**src/verilog/ulfc_consts.vh**
```
// register offsets, field positions, reset values and timing counts for the line format block
`ifndef ULFC_CONSTS_VH
`define ULFC_CONSTS_VH
// register offsets (3-bit address)
`define ULFC_OFS_DATA       3'h0
`define ULFC_OFS_IEN        3'h1
`define ULFC_OFS_IID        3'h2
`define ULFC_OFS_LFMT       3'h3
`define ULFC_OFS_MCTL       3'h4
`define ULFC_OFS_LSTATE     3'h5
`define ULFC_OFS_MSTATE     3'h6
`define ULFC_OFS_SCRATCH    3'h7
// line format field positions
`define ULFC_LF_LEN_LO      0
`define ULFC_LF_LEN_HI      1
`define ULFC_LF_STOP        2
`define ULFC_LF_PAR_ON      3
`define ULFC_LF_PAR_EVEN    4
`define ULFC_LF_STICK       5
`define ULFC_LF_BREAK       6
`define ULFC_LF_DIV_ACCESS  7
// line state field positions
`define ULFC_LS_READY       0
`define ULFC_LS_OVERRUN     1
`define ULFC_LS_PARITY_ERR  2
`define ULFC_LS_FRAME_ERR   3
`define ULFC_LS_HOLD_EMPTY  5
`define ULFC_LS_ALL_EMPTY   6
// reset values
`define ULFC_RST_BYTE       8'h00
`define ULFC_RST_DIVISOR    16'h0001
`define ULFC_IID_NONE       8'h01
// 16x clock ticks per bit time and per half bit
`define ULFC_TICKS_BIT      5'h10
`define ULFC_TICKS_HALF     5'h08
`endif

```
**src/verilog/ulfc_fifo.v**
```verilog
// parameterised synchronous fifo with valid/ready on both sides
`timescale 1ns/1ns
`default_nettype none
module ulfc_fifo #(
  parameter WIDTH = 8,
  parameter DEPTH = 16,
  parameter AW    = 4
) (
  input  wire             ref_clk,
  input  wire             rst_b,
  input  wire [WIDTH-1:0] in_data,
  input  wire             in_valid,
  output wire             in_ready,
  output wire [WIDTH-1:0] out_data,
  output wire             out_valid,
  input  wire             out_ready
);
  reg  [WIDTH-1:0] mem_q [0:DEPTH-1];  // flip-flop storage
  reg  [AW:0]      wr_q;               // write pointer with wrap bit
  reg  [AW:0]      rd_q;               // read pointer with wrap bit
  wire             full  = (wr_q[AW] != rd_q[AW]) && (wr_q[AW-1:0] == rd_q[AW-1:0]);
  wire             empty = (wr_q == rd_q);
  wire             push  = in_valid && !full;
  wire             pop   = out_valid && out_ready;
  assign in_ready  = !full;
  assign out_valid = !empty;
  assign out_data  = mem_q[rd_q[AW-1:0]];
  ////////////////////////////////////////////////////////////////////////////
  // pointers; storage has no reset since it is only read behind a valid
  always @(posedge ref_clk or negedge rst_b) begin
    if (!rst_b) begin
      wr_q <= {(AW+1){1'b0}};
      rd_q <= {(AW+1){1'b0}};
    end else begin
      if (push) wr_q <= wr_q + 1'b1;
      if (pop)  rd_q <= rd_q + 1'b1;
    end
  end
  always @(posedge ref_clk) begin
    if (push) mem_q[wr_q[AW-1:0]] <= in_data;
  end
endmodule // ulfc_fifo
`default_nettype wire

```
**src/verilog/ulfc_uart.v**
```verilog
// line format control, register select, transmitter and receiver of the serial port
`timescale 1ns/1ns
`default_nettype none
`include "ulfc_consts.vh"
module ulfc_uart #(
  parameter FIFO_DEPTH = 16,
  parameter FIFO_AW    = 4
) (
  input  wire       ref_clk,
  input  wire       rst_b,
  input  wire [2:0] addr,
  input  wire       rd_en,
  input  wire       wr_en,
  input  wire [7:0] wr_data,
  output reg  [7:0] rd_data_q,
  output reg        serial_out,
  input  wire       serial_in,
  output reg        tx_holding_empty,
  output reg        tx_all_empty,
  output reg        baud_tick_q
);
  ////////////////////////////////////////////////////////////////////////////
  // registers
  reg  [7:0]  line_format_q;        // format, break and divisor access bits
  reg  [7:0]  interrupt_enable_q;   // stored only; interrupt logic lives elsewhere
  reg  [7:0]  modem_control_q;      // stored only
  reg  [7:0]  scratch_q;            // free byte for software
  reg  [15:0] divisor_q;            // baud divisor, high byte in 15:8
  reg  [15:0] baud_cnt_q;           // 16x tick divider
  reg  [7:0]  receive_buffer_q;     // last received character
  reg         rx_ready_q;           // character waiting in receive buffer
  reg         rx_overrun_q;         // sticky overrun
  reg         rx_par_err_q;         // sticky parity error
  reg         rx_frame_err_q;       // sticky framing error
  wire        div_access = line_format_q[`ULFC_LF_DIV_ACCESS];
  wire        wr_data_ofs = wr_en && (addr == `ULFC_OFS_DATA);
  wire        wr_ien_ofs  = wr_en && (addr == `ULFC_OFS_IEN);
  wire        wr_div_lo   = wr_data_ofs && div_access;
  wire        wr_div_hi   = wr_ien_ofs && div_access;
  wire        wr_holding  = wr_data_ofs && !div_access;
  wire        rd_lstate   = rd_en && (addr == `ULFC_OFS_LSTATE);
  wire        rd_rxbuf    = rd_en && (addr == `ULFC_OFS_DATA) && !div_access;
  // character length and parity helpers shared by both directions
  wire [3:0]  data_bits = 4'h5 + {2'b00, line_format_q[`ULFC_LF_LEN_HI:`ULFC_LF_LEN_LO]};
  wire        par_on    = line_format_q[`ULFC_LF_PAR_ON];
  wire        par_even  = line_format_q[`ULFC_LF_PAR_EVEN];
  wire        par_stick = line_format_q[`ULFC_LF_STICK];
  // masks unused upper data bits of a short character
  wire [7:0]  len_mask  = 8'hff >> (4'h8 - data_bits);
  // transmit fifo in front of the shifter
  wire [7:0]  fifo_out;
  wire        fifo_valid;
  wire        fifo_in_ready;
  reg         fifo_pop;
  ulfc_fifo #(.WIDTH(8), .DEPTH(FIFO_DEPTH), .AW(FIFO_AW)) u_txfifo (
    .ref_clk   (ref_clk),
    .rst_b     (rst_b),
    .in_data   (wr_data),
    .in_valid  (wr_holding),
    .in_ready  (fifo_in_ready),
    .out_data  (fifo_out),
    .out_valid (fifo_valid),
    .out_ready (fifo_pop)
  );
  ////////////////////////////////////////////////////////////////////////////
  // parity of a character under the current format
  function par_bit;
    input [7:0] d;
    begin
      if (par_stick)
        par_bit = ~par_even;
      else
        par_bit = ^d ^ ~par_even;
    end
  endfunction
  ////////////////////////////////////////////////////////////////////////////
  // host writes; divisor write reloads the baud counter at once
  always @(posedge ref_clk or negedge rst_b) begin
    if (!rst_b) begin
      line_format_q      <= `ULFC_RST_BYTE;
      interrupt_enable_q <= `ULFC_RST_BYTE;
      modem_control_q    <= `ULFC_RST_BYTE;
      scratch_q          <= `ULFC_RST_BYTE;
      divisor_q          <= `ULFC_RST_DIVISOR;
    end else if (wr_en) begin
      case (addr)
        `ULFC_OFS_IEN: begin
          if (!div_access) interrupt_enable_q <= {4'h0, wr_data[3:0]};
        end
        `ULFC_OFS_LFMT:    line_format_q   <= wr_data;
        `ULFC_OFS_MCTL:    modem_control_q <= {3'b000, wr_data[4:0]};
        `ULFC_OFS_SCRATCH: scratch_q       <= wr_data;
        default: ;
      endcase
      if (wr_div_lo) divisor_q[7:0]  <= wr_data;
      if (wr_div_hi) divisor_q[15:8] <= wr_data;
    end
  end
  ////////////////////////////////////////////////////////////////////////////
  // baud divider: one-cycle 16x tick; divisor 0 stops the tick
  always @(posedge ref_clk or negedge rst_b) begin
    if (!rst_b) begin
      baud_cnt_q  <= 16'h0000;
      baud_tick_q <= 1'b0;
    end else if (wr_div_lo || wr_div_hi) begin
      baud_cnt_q  <= 16'h0000;
      baud_tick_q <= 1'b0;
    end else if (baud_cnt_q + 16'h0001 >= divisor_q && divisor_q != 16'h0000) begin
      baud_cnt_q  <= 16'h0000;
      baud_tick_q <= 1'b1;
    end else begin
      baud_cnt_q  <= baud_cnt_q + 16'h0001;
      baud_tick_q <= 1'b0;
    end
  end
  ////////////////////////////////////////////////////////////////////////////
  // transmitter; states one-hot
  localparam [4:0] TX_IDLE = 5'b00001, TX_START = 5'b00010, TX_DATA = 5'b00100,
                   TX_PAR  = 5'b01000, TX_STOP  = 5'b10000;
  reg  [4:0] tx_st_q;        // transmitter state
  reg  [7:0] tx_sh_q;        // data shifter, lsb goes out first
  reg        tx_par_q;       // parity of the character in flight
  reg  [3:0] tx_bits_q;      // data bits still to send
  reg  [5:0] tx_tick_q;      // 16x ticks left in this slot
  reg        tx_line_q;      // transmitter's own line level, break not applied
  // ticks for the stop interval: 16, 24 or 32
  wire [5:0] stop_ticks = !line_format_q[`ULFC_LF_STOP] ? 6'd16 :
                          (data_bits == 4'h5) ? 6'd24 : 6'd32;
  always @* begin
    // pop on the same tick that loads the shifter, idle or last stop tick
    fifo_pop = baud_tick_q && fifo_valid && (tx_st_q[0] || (tx_st_q[4] && tx_tick_q == 6'd1));
  end
  always @(posedge ref_clk or negedge rst_b) begin
    if (!rst_b) begin
      tx_st_q   <= TX_IDLE;
      tx_sh_q   <= 8'h00;
      tx_par_q  <= 1'b0;
      tx_bits_q <= 4'h0;
      tx_tick_q <= 6'd0;
      tx_line_q <= 1'b1;
    end else if (baud_tick_q) begin
      // the shifter runs whether or not a break is forced on the pin
      if (!tx_st_q[0] && tx_tick_q != 6'd1) begin
        tx_tick_q <= tx_tick_q - 6'd1;
      end else begin
        case (tx_st_q)
          TX_IDLE, TX_STOP: begin
            // a waiting character starts right after the stop slot, so back to back
            // characters carry no extra idle tick beyond the programmed stop length
            tx_line_q <= 1'b1;
            tx_st_q   <= TX_IDLE;
            if (fifo_valid) begin
              tx_sh_q   <= fifo_out & len_mask;
              tx_par_q  <= par_bit(fifo_out & len_mask);
              tx_bits_q <= data_bits;
              tx_line_q <= 1'b0;
              tx_tick_q <= 6'd16;
              tx_st_q   <= TX_START;
            end
          end
          TX_START, TX_DATA: begin
            if (tx_bits_q != 4'h0) begin
              tx_line_q <= tx_sh_q[0];
              tx_sh_q   <= {1'b0, tx_sh_q[7:1]};
              tx_bits_q <= tx_bits_q - 4'h1;
              tx_tick_q <= 6'd16;
              tx_st_q   <= TX_DATA;
            end else if (par_on) begin
              tx_line_q <= tx_par_q;
              tx_tick_q <= 6'd16;
              tx_st_q   <= TX_PAR;
            end else begin
              tx_line_q <= 1'b1;
              tx_tick_q <= stop_ticks;
              tx_st_q   <= TX_STOP;
            end
          end
          TX_PAR: begin
            tx_line_q <= 1'b1;
            tx_tick_q <= stop_ticks;
            tx_st_q   <= TX_STOP;
          end
          default: tx_st_q <= TX_IDLE;
        endcase
      end
    end
  end
  ////////////////////////////////////////////////////////////////////////////
  // pin and empty flags; break only masks the pin
  always @(posedge ref_clk or negedge rst_b) begin
    if (!rst_b) begin
      serial_out       <= 1'b1;
      tx_holding_empty <= 1'b1;
      tx_all_empty     <= 1'b1;
    end else begin
      serial_out       <= tx_line_q & ~line_format_q[`ULFC_LF_BREAK];
      tx_holding_empty <= !fifo_valid;
      tx_all_empty     <= !fifo_valid && tx_st_q[0];
    end
  end
  ////////////////////////////////////////////////////////////////////////////
  // receiver: mid-bit sampling at 16x, checks first stop bit only
  localparam [3:0] RX_IDLE = 4'b0001, RX_START = 4'b0010, RX_DATA = 4'b0100, RX_STOP = 4'b1000;
  reg  [3:0] rx_st_q;        // receiver state
  reg  [4:0] rx_tick_q;      // ticks to next sample point
  reg  [3:0] rx_bits_q;      // data plus parity slots left
  reg  [8:0] rx_sh_q;        // collected data and parity
  reg        rx_prev_q;      // line level last tick, for start edge
  wire [3:0] rx_slots = data_bits + {3'b000, par_on};
  // received data and parity, aligned from the shifter by the data plus parity slot count
  wire [8:0] rx_frame = rx_sh_q >> (4'h9 - rx_slots);
  wire [7:0] rx_word  = rx_frame[7:0] & len_mask;
  wire       rx_parv  = rx_frame[data_bits];
  always @(posedge ref_clk or negedge rst_b) begin
    if (!rst_b) begin
      rx_st_q          <= RX_IDLE;
      rx_tick_q        <= 5'h00;
      rx_bits_q        <= 4'h0;
      rx_sh_q          <= 9'h000;
      rx_prev_q        <= 1'b1;
      receive_buffer_q <= 8'h00;
      rx_ready_q       <= 1'b0;
      rx_overrun_q     <= 1'b0;
      rx_par_err_q     <= 1'b0;
      rx_frame_err_q   <= 1'b0;
    end else begin
      // reads clear flags; a new event in the same cycle wins below
      if (rd_rxbuf) rx_ready_q <= 1'b0;
      if (rd_lstate) begin
        rx_overrun_q   <= 1'b0;
        rx_par_err_q   <= 1'b0;
        rx_frame_err_q <= 1'b0;
      end
      if (baud_tick_q) begin
        rx_prev_q <= serial_in;
        case (rx_st_q)
          RX_IDLE: begin
            if (rx_prev_q && !serial_in) begin
              rx_tick_q <= `ULFC_TICKS_HALF - 5'h01;
              rx_st_q   <= RX_START;
            end
          end
          RX_START: begin
            if (rx_tick_q != 5'h00) rx_tick_q <= rx_tick_q - 5'h01;
            else if (serial_in) rx_st_q <= RX_IDLE;  // false start rejected
            else begin
              rx_tick_q <= `ULFC_TICKS_BIT - 5'h01;
              rx_bits_q <= rx_slots;
              rx_st_q   <= RX_DATA;
            end
          end
          RX_DATA: begin
            if (rx_tick_q != 5'h00) rx_tick_q <= rx_tick_q - 5'h01;
            else begin
              rx_sh_q   <= {serial_in, rx_sh_q[8:1]};
              rx_bits_q <= rx_bits_q - 4'h1;
              rx_tick_q <= `ULFC_TICKS_BIT - 5'h01;
              if (rx_bits_q == 4'h1) rx_st_q <= RX_STOP;
            end
          end
          RX_STOP: begin
            if (rx_tick_q != 5'h00) rx_tick_q <= rx_tick_q - 5'h01;
            else begin
              // one stop checked, more are just idle line
              receive_buffer_q <= rx_word;
              rx_ready_q       <= 1'b1;
              if (rx_ready_q && !rd_rxbuf) rx_overrun_q <= 1'b1;
              if (par_on && rx_parv != par_bit(rx_word)) rx_par_err_q <= 1'b1;
              if (!serial_in) rx_frame_err_q <= 1'b1;
              rx_st_q <= RX_IDLE;
            end
          end
          default: rx_st_q <= RX_IDLE;
        endcase
      end
    end
  end
  ////////////////////////////////////////////////////////////////////////////
  // read data, registered one cycle after the read strobe
  always @(posedge ref_clk or negedge rst_b) begin
    if (!rst_b) begin
      rd_data_q <= 8'h00;
    end else if (rd_en) begin
      case (addr)
        `ULFC_OFS_DATA:    rd_data_q <= div_access ? divisor_q[7:0] : receive_buffer_q;
        `ULFC_OFS_IEN:     rd_data_q <= div_access ? divisor_q[15:8] : interrupt_enable_q;
        `ULFC_OFS_IID:     rd_data_q <= `ULFC_IID_NONE;
        `ULFC_OFS_LFMT:    rd_data_q <= line_format_q;
        `ULFC_OFS_MCTL:    rd_data_q <= modem_control_q;
        `ULFC_OFS_LSTATE:  rd_data_q <= {1'b0, !fifo_valid && tx_st_q[0], !fifo_valid, 1'b0,
                                         rx_frame_err_q, rx_par_err_q, rx_overrun_q, rx_ready_q};
        `ULFC_OFS_MSTATE:  rd_data_q <= 8'h00;
        `ULFC_OFS_SCRATCH: rd_data_q <= scratch_q;
        default:           rd_data_q <= 8'h00;
      endcase
    end
  end
endmodule // ulfc_uart
`default_nettype wire

```
**config.mk**
```make
export PLATFORM = sky130hd
export DESIGN_NAME = ulfc_uart
export DESIGN_NICKNAME = d
export VERILOG_FILES = /design/src/verilog/ulfc_fifo.v /design/src/verilog/ulfc_uart.v
export VERILOG_INCLUDE_DIRS = /design/src /design/src/verilog
export SDC_FILE = /design/constraint.sdc
export NUM_CORES = 1
export LEC_CHECK = 0
export BUFFER_PORTS_ARGS = -buffer_cell sky130_fd_sc_hd__buf_2
export CORE_UTILIZATION = 65
export CTS_BUF_LIST = sky130_fd_sc_hd__clkbuf_8
export DETAILED_ROUTE_END_ITERATION = 6
export GPL_TIMING_DRIVEN = 0
export PLACE_DENSITY = 0.82
export SETUP_SLACK_MARGIN = 0.2
export SYNTH_ARGS = -nofsm -noshare
export SYNTH_HDL_FRONTEND = slang
export SYNTH_SLANG_ARGS = --single-unit
```
**constraint.sdc**
```tcl
create_clock -name ref_clk -period 4.1 [get_ports ref_clk]
set_clock_uncertainty 0.05 [all_clocks]
set_input_delay 1.23 -clock ref_clk [delete_from_list [all_inputs] [get_ports ref_clk]]
set_output_delay 1.23 -clock ref_clk [all_outputs]
set_load 0.01 [all_outputs]
```
# Word-level counts from Yosys, hierarchy flattened
# Memory sizes are Yosys's and may differ from the RTL's.
# Cells that the tools add are included.
[op_classes] add_sub_neg=11 order_cmp=2 eq_ne=35 n_shift=2 muxes=73 bitwise=11 n_reduce_logical=57
[op_table] op="8-bit one-hot mux with 8 select lines" n=1
[op_table] op="4-bit 2-to-1 mux" n=10
[op_table] op="6-bit 2-to-1 mux" n=6
[op_table] op="5-bit 2-to-1 mux" n=7
[op_table] op="1-bit 2-to-1 mux" n=32
[op_table] op="16-bit 2-to-1 mux" n=2
[op_table] op="8-bit 2-to-1 mux" n=4
[op_table] op="1-bit logical AND" n=20
[op_table] op="5-bit one-hot mux with 4 select lines" n=1
[op_table] op="2-bit != test (second input constant)" n=9
[op_table] op="6-bit one-hot mux with 3 select lines" n=1
[op_table] op="16-bit by 1-bit adder with 16-bit output (second input constant)" n=1
[op_table] op="8-bit AND" n=2
[op_table] op="16-bit greater-or-equal comparator" n=1
[op_table] op="4-bit one-hot mux with 2 select lines" n=2
[op_table] op="4-bit one-hot mux with 4 select lines" n=1
[op_table] op="8-bit one-hot mux with 2 select lines" n=1
[op_table] op="16-bit nonzero test" n=1
[op_table] op="8-bit parity" n=2
[op_table] op="5-bit one-hot mux with 3 select lines" n=1
[op_table] op="3-bit AND reduction" n=5
[op_table] op="5-bit AND reduction" n=3
[op_table] op="3-bit equality test (second input constant)" n=4
[op_table] op="2-bit AND reduction" n=6
[op_table] op="other kinds (44)" n=68
[totals] ff_bits=139 ram_bits=128 in_bits=16 out_inout_bits=12 word_cells=222 n_memories=1
[mem_list] name="u_txfifo.mem_q" words=16 word_bits=8 rd=1 rd_clocked_by_memory_dff=0 wr=1 line_no="ulfc_fifo.v:18" source="reg [WIDTH-1:0] mem_q [0:DEPTH-1];"

# Longest topological paths before layout
# Gate-level depths: netlist of run 1.
[logic_depth] word_depth=17 mapped_depth=15

# Hierarchy
# Synthesis of run 1 repeated with hierarchy kept, for this count alone.
[unflattened] hier_cells=1063 area_unflattened_um2=13081.3
[modules_own_cells] mod="ulfc_uart" n_inst=1 cells_each=770 area_each_um2=7432.1
[modules_own_cells] mod="ulfc_fifo" n_inst=1 cells_each=293 area_each_um2=5649.2

# Worst setup path before layout of run 1
# OpenSTA, ideal clock, no wires.
[synth_timing] kind="input port to flip-flop" from="input port addr[2]" to="memory u_txfifo.mem_q[3][0] (enable)" arrival_time_ps=2956 t_required_ps=3718 setup_slack_ps=762 stages=6 path_buffers=1 cell_sequence="clkbuf_1 nor3_1 nand2_1 nor3_2 nor3b_1 and2_1"
[synth_between] elab_chain_len=6
[synth_lines] element="start: declaration" line_no="ulfc_uart.v:11" source="input wire [2:0] addr,"
[synth_lines] element="3-bit logical NOT"
[synth_lines] element="1-bit logical AND" line_no="ulfc_uart.v:36" source="wire wr_data_ofs = wr_en && (addr == `ULFC_OFS_DATA);"
[synth_lines] element="1-bit logical AND" line_no="ulfc_uart.v:40" source="wire wr_holding = wr_data_ofs && !div_access;"
[synth_lines] element="1-bit logical AND" line_no="ulfc_fifo.v:23" source="wire push = in_valid && !full;"
[synth_lines] element="1-bit 2-to-1 mux" line_no="ulfc_fifo.v:40" source="if (push) mem_q[wr_q[AW-1:0]] <= in_data;"
[synth_lines] element="1-bit 2-to-1 mux (not written as such)" line_no="ulfc_fifo.v:40"
[synth_lines] element="end: declaration" line_no="ulfc_fifo.v:18"
# Every way passes these cells.

# Worst setup path in the final report of run 1
[layout_timing] from="register line_format_q[1]" to="register tx_par_q"
[layout_between] elab_chain_len=7
[layout_lines] element="start: declaration" line_no="ulfc_uart.v:24" source="reg [7:0] line_format_q;"
[layout_lines] element="start signal: assignment" line_no="ulfc_uart.v:80" source="line_format_q <= `ULFC_RST_BYTE;"
[layout_lines] element="start signal: assignment" line_no="ulfc_uart.v:90" source="`ULFC_OFS_LFMT: line_format_q <= wr_data;"
[layout_lines] element="3-bit by 2-bit adder with 4-bit output" line_no="ulfc_uart.v:44" source="wire [3:0] data_bits = 4'h5 + {2'b00, line_format_q[`ULFC_LF_LEN_HI:`ULFC_LF_LEN_LO]};"
[layout_lines] element="4-bit subtractor" line_no="ulfc_uart.v:49" source="wire [7:0] len_mask = 8'hff >> (4'h8 - data_bits);"
[layout_lines] element="8-bit by 4-bit right shift with 8-bit output" line_no="ulfc_uart.v:49"
[layout_lines] element="8-bit AND" line_no="ulfc_uart.v:154" source="tx_par_q <= par_bit(fifo_out & len_mask);"
[layout_lines] element="8-bit parity" line_no="ulfc_uart.v:73" source="par_bit = ^d ^ ~par_even;"
[layout_lines] element="1-bit bitwise XOR" line_no="ulfc_uart.v:73"
[layout_lines] element="1-bit 2-to-1 mux" line_no="ulfc_uart.v:70" source="if (par_stick)"
[layout_lines] element="end signal: assignment" line_no="ulfc_uart.v:154"
[layout_lines] element="end: declaration" line_no="ulfc_uart.v:122" source="reg tx_par_q;"
# Every way passes these cells.
# A chain may end at the register's enable or synchronous reset.

==> flow_summary.yaml, run 1 <==
synth:
  avgSynthCellArea_um2: 12.2
  synth_top_area_share_pct: 29.8
  synth_cell_types: 71
  synth_seq_cells: 267
  synth_area_leader_cell: "edfxtp_1"
  synth_area_um2: 12900
  synth_edf_count: 128
  yosys_warnings: 0
  async_flop_share_pct: 52.1
  synth_area_leaders: "edfxtp_1 (30%), dfrtp_1 (25%), mux2_2 (5.6%)"
  synthCells: 1053
  seq_area_frac_synth_pct: 56.9
  syn-num-nets: 1104
  synthFlopType: "dfrtp_1"
place:
  dpl-instance-area_um2: 13400
  place_congestion: 0.887
  place_ws_ns: -0.121
  port_buffers: 24
  dp_hpwl_um: 19700
worst_setup_path:
  ff2ff_path_depth: 11
  rr_endpoint: "tx_par_q"
  cp.required_ns: 4.46
  r2r-start: "line_format_q[1]"
  slowest_delay_ns: 0.48
  cp_max_fo: 7
  path_class: "flip-flop to flip-flop"
  rrSetupSlack_ns: 0.41
  path_cells: "ha_1 > inv_1 > ha_1 > nand2_1 > nor4_1 > a31oi_1 > xnor3_1 > xnor3_1 > nor2_1 > xor2_1 > o31ai_2"
  slowest_stage: "dfrtp_1"
  crit_arrival_ns: 4.06
  start_kind: "flip-flop"
  cpLargestDelayFamily: "XOR/XNOR gates"
  end_kind: "flip-flop"
  cp.buffers_inverters: 1
  crit_start: "line_format_q[1]"
die:
  start_util_pct: 66.2
  num_io_pins: 28
  die-area_um2: 20400
  core_area_um2: 19500
  die_h_um: 143
  rows: 51
  die_w_um: 143
clocking:
  cts-hold-fix-buffers: 0
  cts_tree: "yes"
  clkLatencyLatePin_ns: 0.56
  cts_buffers: 44
  clock_path_buffers: 3
  cts_sinks: 267
  htreeDepth: 2
  clk_pin_slew_ns: 0.06
  postCtsSetupBuffers: 0
  root_buffer: "clkbuf_8"
drt:
  wl_um: 28600
  drtAntennaViolNets: 0
  route.detailed.drc: 0
  wl_per_cell_um: 20.0
  drt_pass1_iterations: 5
  vias: 8809
  via_per_inst: 6.18
  drt_iter0_markers: 850
timing:
  fmax_mhz: 271
  setup_slack_ns: 0.406
  period_needed_ns: 3.69
  post-route-period-util_pct: 90.1
  hold_viol: 0
  worst_pin_slew_ns: 0.873
  slew_headroom_pct: 41.3
  rsz0062_at_grt: "no"
  slew_violations: 0
  setup_viol_count_final: 0
pwr:
  ir_worst_vdd_mv: 0.411
  pwr_density_cell_nw_per_um2: 478
  p_leak_nw: 5.75
grt:
  grt.overflow.total: 0
  grt_pass1_vias: 8465
  grt_pass1_wl_um: 45200
  grt_max_degree: 90
  antenna_found_initial: 0
  grt_use_total_pct: 29.3
finish:
  area_delta_synth_final_pct: 10.3
  diodes: 0
  fin_area_um2: 14200
  mostFrequentLayoutCells: "dfrtp_1 (131), edfxtp_1 (128), nand2_1 (87), o21ai_0 (68), mux2_2 (64)"
  final_common_cell: "dfrtp_1"
  drive_above_1_share_pct: 17.6
  nets: 1175
  final_util_pct: 73.0
worst_hold_path:
  hold_end: "tx_sh_q[5]"
  hp-class: "flip-flop to flip-flop"
  min-delay-start: "tx_sh_q[5]"
  worstHoldPathCells: 2
outcome:
  run_status: "completed"
job:
  maxCapViolCount: 0
worst max path at each step:
stage | depth (start not counted) | slack [ns] | end
6_report | 11 | 0.41 | tx_par_q
5_1_grt | 13 | 0.25 | baud_cnt_q[7]
4_1_cts | 13 | 0.33 | rx_par_err_q
3_5_place_dp | 6 | -0.12 | u_txfifo.mem_q[3][6]
3_3_place_gp | 1 | -0.20 | baud_cnt_q[1]
2_1_floorplan | 6 | 0.76 | u_txfifo.mem_q[3][0]
synth_stat cells (25+ instances only):
master      n
a21oi_1    59
clkbuf_1   30
dfrtp_1   131
edfxtp_1  128
ha_1       34
inv_1      43
mux2_2     64
mux2i_1    41
nand2_1    87
nor2_1     63
o21ai_0    68
xnor2_1    25
registers in the layout, indices dropped and copies added, names as in the netlist, 4 cells and up:
register            cells
rd_data_q               8
tx_sh_q                 8
tx_bits_q               4
modem_control_q         5
interrupt_enable_q      4
u_txfifo.mem_q        128
tx_tick_q               6
baud_cnt_q             16
scratch_q               8
rx_st_q                 4
tx_st_q                 5
u_txfifo.wr_q           5
rx_bits_q               4
receive_buffer_q        8
rx_tick_q               5
rx_sh_q                 9
line_format_q           8
divisor_q              16
u_txfifo.rd_q           5
per-stage QoR:
stage | std cells | hold WS, ns | power, mW | setup TNS [ns]
after detailed placement | 1343 | 0.421 | 4.66 | -5.70
after floorplan | 1053 | 0.335 | 4.24 | 0
after global placement | 1342 | 0.413 | 4.59 | -24.70
after global routing | 1425 | 0.447 | 7.11 | 0
after CTS | 1425 | 0.433 | 6.79 | 0
final | 1425 | 0.434 | 6.79 | 0
worst register-to-register path, cell delays in order (launching register included):
cell     delay (ns)
dfrtp_1        0.48
ha_1           0.42
inv_1          0.17
ha_1           0.47
nand2_1        0.22
nor4_1         0.44
a31oi_1        0.12
xnor3_1        0.40
xnor3_1        0.35
nor2_1         0.12
xor2_1         0.23
o31ai_2        0.08
cell families after synthesis:
logic type / after synthesis / share of synthesized area (%)
AO/OA/AOI/OAI: 210 / 10.0
adder cells (fa/ha/maj): 35 / 3.46
buffers and inverters: 93 / 3.12
flip-flops: 267 / 56.9
AND/OR/NAND/NOR: 272 / 10.2
XOR/XNOR: 45 / 3.38
multiplexers: 131 / 12.8
what timing repair did:
item                       CTS  global route
hold endpoints to repair     0             0
setup endpoints to repair    0            12
resized for setup            0             7
report_power, final:
group / total, mW / internal [mW] / leakage (nW) / switching [mW]
clock: 2.15 / 1.10 / 0.469 / 1.06
sequential: 3.23 / 3.03 / 2.94 / 0.203
combinational: 1.41 / 0.626 / 2.34 / 0.779
total: 6.79 / 4.75 / 5.75 / 2.04
area by class of cell:
class	instances	area (um2)
Sequential cell	267	7330
Timing Repair Buffer	25	154
Clock inverter	37	190
Fill cell	1303	5260
Inverter	43	161
Multi-Input combinational cell	693	5170
Buffer	50	243
Tap cell	265	332
Clock buffer	45	619
routing by layer:
layer | vias up | global-route usage, % | routed length (um)
li1 | 4004 | - | -
met1 | 4394 | 41.2 | 12200
met2 | 340 | 46.1 | 13700
met3 | 71 | 5.16 | 1890
met4 | 0 | 11.1 | 777
met5 | - | 0 | 0
No activity file was read; power rests on OpenSTA's default activity.
==> inputs of run 2 (changes only) <==
Settings changed: ABC_AREA set to 1, BUFFER_PORTS_ARGS -buffer_cell sky130_fd_sc_hd__buf_2 to unset, CTS_BUF_LIST sky130_fd_sc_hd__clkbuf_8 to sky130_fd_sc_hd__clkbuf_4 sky130_fd_sc_hd__clkbuf_8, DONT_BUFFER_PORTS set to 1, PLACE_DENSITY 0.82 to 0.81.
==> flow_summary.yaml, run 2 <==
grt:
  antenna_found_initial: 0
  grt_pass1_wl_um: 50500
  grt_pass1_vias: 10132
  grt_max_degree: 140
  grt.overflow.total: 0
  grt_use_total_pct: 30.3
finish:
  final_common_cell: "nand2_1"
  fin_area_um2: 14600
  drive_above_1_share_pct: 8.88
  area_delta_synth_final_pct: 9.35
  mostFrequentLayoutCells: "nand2_1 (438), inv_1 (230), dfrtp_1 (131), edfxtp_1 (128), o21ai_0 (114)"
  nets: 1630
  diodes: 0
  largest_reg_flops: 128
  final_util_pct: 72.3
timing:
  hold_viol: 0
  setup_viol_count_final: 0
  rsz0062_at_grt: "no"
  post-route-period-util_pct: 87.4
  setup_tns_ns: 0
  period_needed_ns: 3.58
  slew_headroom_pct: 37.7
  setup_slack_ns: 0.519
  worst_pin_slew_ns: 0.927
  slew_violations: 0
  fmax_mhz: 279
pwr:
  ir_worst_vdd_mv: 0.470
  p_leak_nw: 6.84
  switching_share_pct: 34.2
  switchingPower_mw: 2.63
  pwr_density_cell_nw_per_um2: 528
  power_frac_seq_pct: 43.1
  clkPwrFrac_pct: 29.9
  pwr-share-comb_pct: 27.0
  total_power_mw: 7.70
  p_int_mw: 5.07
die:
  core_area_um2: 20200
  die_w_um: 145
  die-area_um2: 21100
  num_io_pins: 28
  start_util_pct: 66.2
  die_h_um: 145
  rows: 52
job:
  maxCapViolCount: 0
synth:
  yosys_warnings: 0
  avgSynthCellArea_um2: 8.71
  synth_cell_types: 45
  async_flop_share_pct: 52.1
  syn-num-nets: 1583
  synth_area_leader_cell: "edfxtp_1"
  synth_common_cells: "nand2_1 (438), inv_1 (230), dfrtp_1 (131), edfxtp_1 (128), o21ai_0 (114)"
  synthFlopType: "dfrtp_1"
  synth_area_leaders: "edfxtp_1 (29%), dfrtp_1 (25%), nand2_1 (12%)"
  synth_seq_cells: 267
  synthCells: 1532
  synth_edf_count: 128
  seq_area_frac_synth_pct: 55.0
  yosysMostFrequentCell: "nand2_1"
  synth_top_area_share_pct: 28.8
  synth_area_um2: 13300
clocking:
  cts_buffers: 44
  clock_path_buffers: 3
  cts_sinks: 267
  htreeDepth: 2
  root_buffer: "clkbuf_8"
  cts_tree: "yes"
  clkLatencyLatePin_ns: 0.56
  clk_pin_slew_ns: 0.06
worst_setup_path:
  end_kind: "flip-flop"
  r2r-start: "baud_cnt_q[0]"
  cp.required_ns: 4.54
  start_kind: "flip-flop"
  crit_arrival_ns: 4.02
  rrSetupSlack_ns: 0.52
  ff2ff_path_depth: 24
  path_class: "flip-flop to flip-flop"
  rr_endpoint: "baud_cnt_q[8]"
  cp_max_fo: 10
place:
  dpl-instance-area_um2: 13700
  place_congestion: 0.893
  dp_hpwl_um: 21200
  port_buffers: 0
  place_ws_ns: 0.239
drt:
  drt_iter0_markers: 875
  drt_pass1_iterations: 7
  route.detailed.drc: 0
  wl_per_cell_um: 16.5
  wl_um: 31000
  via_per_inst: 5.59
  vias: 10517
  drtAntennaViolNets: 0
worst_hold_path:
  hp-class: "input pin to async pin"
outcome:
  run_status: "completed"
## run 2: changes by cell type in the layout (fill, tap and decap cells not counted), moves of 41 or more
cell | before | now
nor2_1 | 63 | 105
nand3_1 | 24 | 100
o21ai_0 | 68 | 114
mux2_2 | 64 | 0
mux2i_1 | 41 | 0
inv_1 | 57 | 230
nand2_1 | 87 | 438
## run 2: layer usage
metal	track usage (%)	part of all wire [%]	wire, um
met2	48.6	47	14500
met4	9.37	2.4	733
met5	0	0	0
met1	41.6	42	13100
met3	6.42	8.7	2690
## run 2: worst max path at each step
stage | cells after the start | slack (ns) | endpoint | startpoint
6_report | 24 | 0.52 | baud_cnt_q[8] | baud_cnt_q[0]
5_1_grt | 24 | 0.12 | baud_cnt_q[8] | baud_cnt_q[0]
4_1_cts | 23 | 0.21 | baud_cnt_q[8] | baud_cnt_q[0]
3_5_place_dp | 23 | 0.24 | baud_cnt_q[8] | baud_cnt_q[0]
3_3_place_gp | 20 | 0.36 | baud_cnt_q[12] | baud_cnt_q[0]
2_1_floorplan | 23 | 0.92 | baud_cnt_q[12] | baud_cnt_q[0]
## run 2: layout make-up
class / instances / area (um2)
Clock buffer: 69 / 812
Multi-Input combinational cell: 981 / 4890
Buffer: 39 / 240
Timing Repair Buffer: 1 / 7.51
Fill cell: 1497 / 5580
Sequential cell: 267 / 7330
Inverter: 245 / 920
Tap cell: 270 / 338
Clock inverter: 9 / 52.6
## run 2: power groups by stage
stage / combinational [mW] / sequential (mW) / clock, mW
2_1_floorplan: 1.57 / 3.30 / 0
3_3_place_gp: 1.95 / 3.35 / 0
3_5_place_dp: 2.02 / 3.36 / 0
4_1_cts: 2.04 / 3.31 / 2.32
5_1_grt: 2.39 / 3.35 / 2.43
6_report: 2.08 / 3.32 / 2.30
## run 2: kinds of logic (layout without fill, tap and decap cells)
logic type | Yosys count | in the layout | share of synthesized area [%]
simple gates | 688 | 688 | 21.2
xor+xnor | 35 | 35 | 2.30
flops | 267 | 267 | 55.0
compound gates | 222 | 222 | 9.45
fa+ha+maj | 35 | 35 | 3.34
mux | 1 | 1 | 0.0844
buf+inv | 284 | 363 | 8.69
## run 2: worst max-delay path: stages, from the launching register on
cell and delay [ns]:
dfrtp_1 0.39, ha_1 0.20, nand3_1 0.13, nor2_1 0.10, inv_1 0.07, nor2_2 0.12
nand3_1 0.12, nor2_1 0.11, nand2_1 0.10, nor3_2 0.19, nand3_1 0.16, xor2_2 0.18
inv_1 0.06, ha_1 0.26, nand2_1 0.08, inv_1 0.04, nand3_1 0.09, inv_1 0.05
a21oi_1 0.16, nand3_1 0.12, o41ai_2 0.12, nand3_1 0.16, buf_4 0.19, buf_4 0.16
nor2_1 0.10
## run 2: metrics by stage
step | hold slack, ns | cells
after floorplan | 0.339 | 1532
after global placement | 0.396 | 1802
after detailed placement | 0.405 | 1802
after CTS | 0.294 | 1880
after global routing | 0.298 | 1881
final | 0.322 | 1881
## run 2: timing repair
| item | in CTS | in global routing |
|---|---|---|
| pin swaps | 1 | 1 |
| endpoints found under the setup margin | 1 | 15 |
| gates resized for setup | 0 | 7 |
| hold buffers | 0 | 0 |
| gates cloned | 0 | 0 |
| buffers inserted | 0 | 1 |
==> inputs of run 3 (changes only) <==
Settings changed: SYNTH_HIERARCHICAL set to 1.
==> flow_summary.yaml, run 3 <==
finish:
  mostFrequentLayoutCells: "nand2_1 (420), o21ai_0 (157), nor2_1 (146), inv_1 (141), dfrtp_1 (131)"
  diodes: 0
  fin_area_um2: 14500
  area_delta_synth_final_pct: 9.12
  fillers: 1474
  nets: 1599
  final_common_cell: "nand2_1"
  drive_above_1_share_pct: 10.3
  largest_reg_flops: 128
place:
  dp_hpwl_um: 21500
  place_congestion: 0.984
  dpl-instance-area_um2: 13600
  port_buffers: 0
die:
  num_io_pins: 28
  start_util_pct: 67.2
  die-area_um2: 21000
  die_w_um: 145
  core_area_um2: 19800
  rows: 51
  die_h_um: 145
worst_setup_path:
  start_kind: "flip-flop"
  crit_arrival_ns: 3.73
  cp.required_ns: 4.48
  cp_max_fo: 10
  slowest_stage: "dfrtp_1"
  slowest_delay_ns: 0.40
  end_kind: "flip-flop"
  path_class: "flip-flop to flip-flop"
  path_cells: "ha_1 > nand3_1 > nand3b_1 > nor2_1 > nand3_1 > nor3_2 > nand2_1 > xor2_1 > inv_1 > ha_1 > nand2_1 > inv_1 > nand3_1 > nor3_1 > nand2_1 > nand3_1 > nand2_1 > inv_1 > buf_2 > nor3_1"
clocking:
  postCtsSetupBuffers: 0
  cts_tree: "yes"
  clock_path_buffers: 3
  cts_sinks: 267
  htreeDepth: 2
  cts_buffers: 43
  clkLatencyLatePin_ns: 0.55
  clk_pin_slew_ns: 0.06
  root_buffer: "clkbuf_8"
  cts.repair.resized: 0
  cts-hold-fix-buffers: 0
synth:
  async_flop_share_pct: 52.1
  synth_area_leader_cell: "edfxtp_1"
  synth_cell_types: 54
  synth_common_cells: "nand2_1 (420), o21ai_0 (157), nor2_1 (146), inv_1 (141), dfrtp_1 (131)"
  synth_edf_count: 128
  synth_top_area_share_pct: 28.9
  synthFlopType: "dfrtp_1"
  yosysMostFrequentCell: "nand2_1"
  synth_area_leaders: "edfxtp_1 (29%), dfrtp_1 (25%), nand2_1 (12%)"
  avgSynthCellArea_um2: 8.85
  syn-num-nets: 1554
  synthCells: 1503
  synth_seq_cells: 267
  yosys_warnings: 6
  synth_area_um2: 13300
  seq_area_frac_synth_pct: 55.1
drt:
  wl_um: 30200
  wl_per_cell_um: 16.4
  route.detailed.drc: 2
  drtAntennaViolNets: 0
  via_per_inst: 5.63
  vias: 10384
  drt_pass1_iterations: 7
  drt_iter0_markers: 825
grt:
  grt_max_degree: 140
  grt.overflow.total: 0
  grt_use_total_pct: 29.9
  grt_pass1_wl_um: 50000
  antenna_found_initial: 0
  grt_pass1_vias: 10094
timing:
  rsz0062_at_grt: "no"
  slew_violations: 0
  setup_viol_count_final: 0
  post-route-period-util_pct: 81.7
  fmax_mhz: 299
  setup_tns_ns: 0
  whs_ns: 0.319
  slew_headroom_pct: 38.3
  worst_pin_slew_ns: 0.919
  hold_viol: 0
  period_needed_ns: 3.35
pwr:
  p_leak_nw: 6.52
  pwr_density_cell_nw_per_um2: 576
  ir_worst_vdd_mv: 0.416
  total_power_mw: 8.35
worst_hold_path:
  hp-class: "input pin to async pin"
outcome:
  failed_checks: "design-rule violations"
  run_status: "finished with violations"
job:
  maxCapViolCount: 0
run 3: cell types whose count changed in the layout (fill, tap and decap cells not counted), sizes merged, moves of 8 or more:
cell	change
inv	-90
o21ai	+45
nand2	-8
a21oi	-27
nor2	+57
run 3: layer usage:
layer | wire length, um | global-route usage, %
met1 | 12400 | 38.6
met2 | 14900 | 51.1
met3 | 1830 | 3.81
met4 | 1050 | 12.6
met5 | 0 | 0
run 3: final timing paths:
check | startpoint | slack [ns] | end | cells past startpoint
min in group ref_clk | modem_control_q[1] | 0.44 | modem_control_q[1] | 2
min reg2reg | modem_control_q[1] | 0.44 | modem_control_q[1] | 2
max | baud_cnt_q[0] | 0.75 | baud_cnt_q[4] | 20
min | rst_b | 0.32 | rx_bits_q[3] | 0
max reg2reg | baud_cnt_q[0] | 0.75 | baud_cnt_q[4] | 20
max in group asynchronous | rst_b | 3.39 | tx_line_q | 0
run 3: area by class of cell:
cell class                 count  area (um2)  share of cell area (%)
tap                          265         332                    2.28
sequential                   267        7330                    50.5
buffer                        43         219                    1.51
clock buffer                  61         771                    5.31
inverter                     157         589                    4.06
multi-input combinational   1036        5160                    35.6
clock inverter                16         110                   0.759
run 3: cell families (layout without fill, tap and decap cells):
logic type | after synthesis | after routing | share of synthesized area (%)
and+or+nand+nor | 737 | 737 | 23.8
DFF | 267 | 267 | 55.1
AOI/OAI and AO/OA | 235 | 235 | 9.74
buffers and inverters | 200 | 277 | 6.08
adders and majority gates | 35 | 35 | 3.35
xor gates and xnor gates | 28 | 28 | 1.84
muxes | 1 | 1 | 0.0847
run 3: power breakdown:
| group | switching, mW | total [mW] | internal [mW] |
|---|---|---|---|
| combinational | 1.75 | 2.62 | 0.866 |
| clock | 1.02 | 2.30 | 1.28 |
| sequential | 0.273 | 3.43 | 3.16 |
run 3: critical path: cells and delay by family, from the launching register on:
family        cells  cell delay (ns)
buf+inv           4             0.54
xor+xnor          1             0.19
fa+ha+maj         2             0.49
simple gates     13             1.56
flops             1             0.40
run 3: through the flow:
stage	setup WS, ns	utilization, %	instances
finish	0.752	73.4	1845
global route	0.347	73.4	1845
CTS	0.724	73.4	1845
detailed placement	0.383	68.9	1768
global placement	0.432	68.9	1768
floorplan	1.02	-	1503
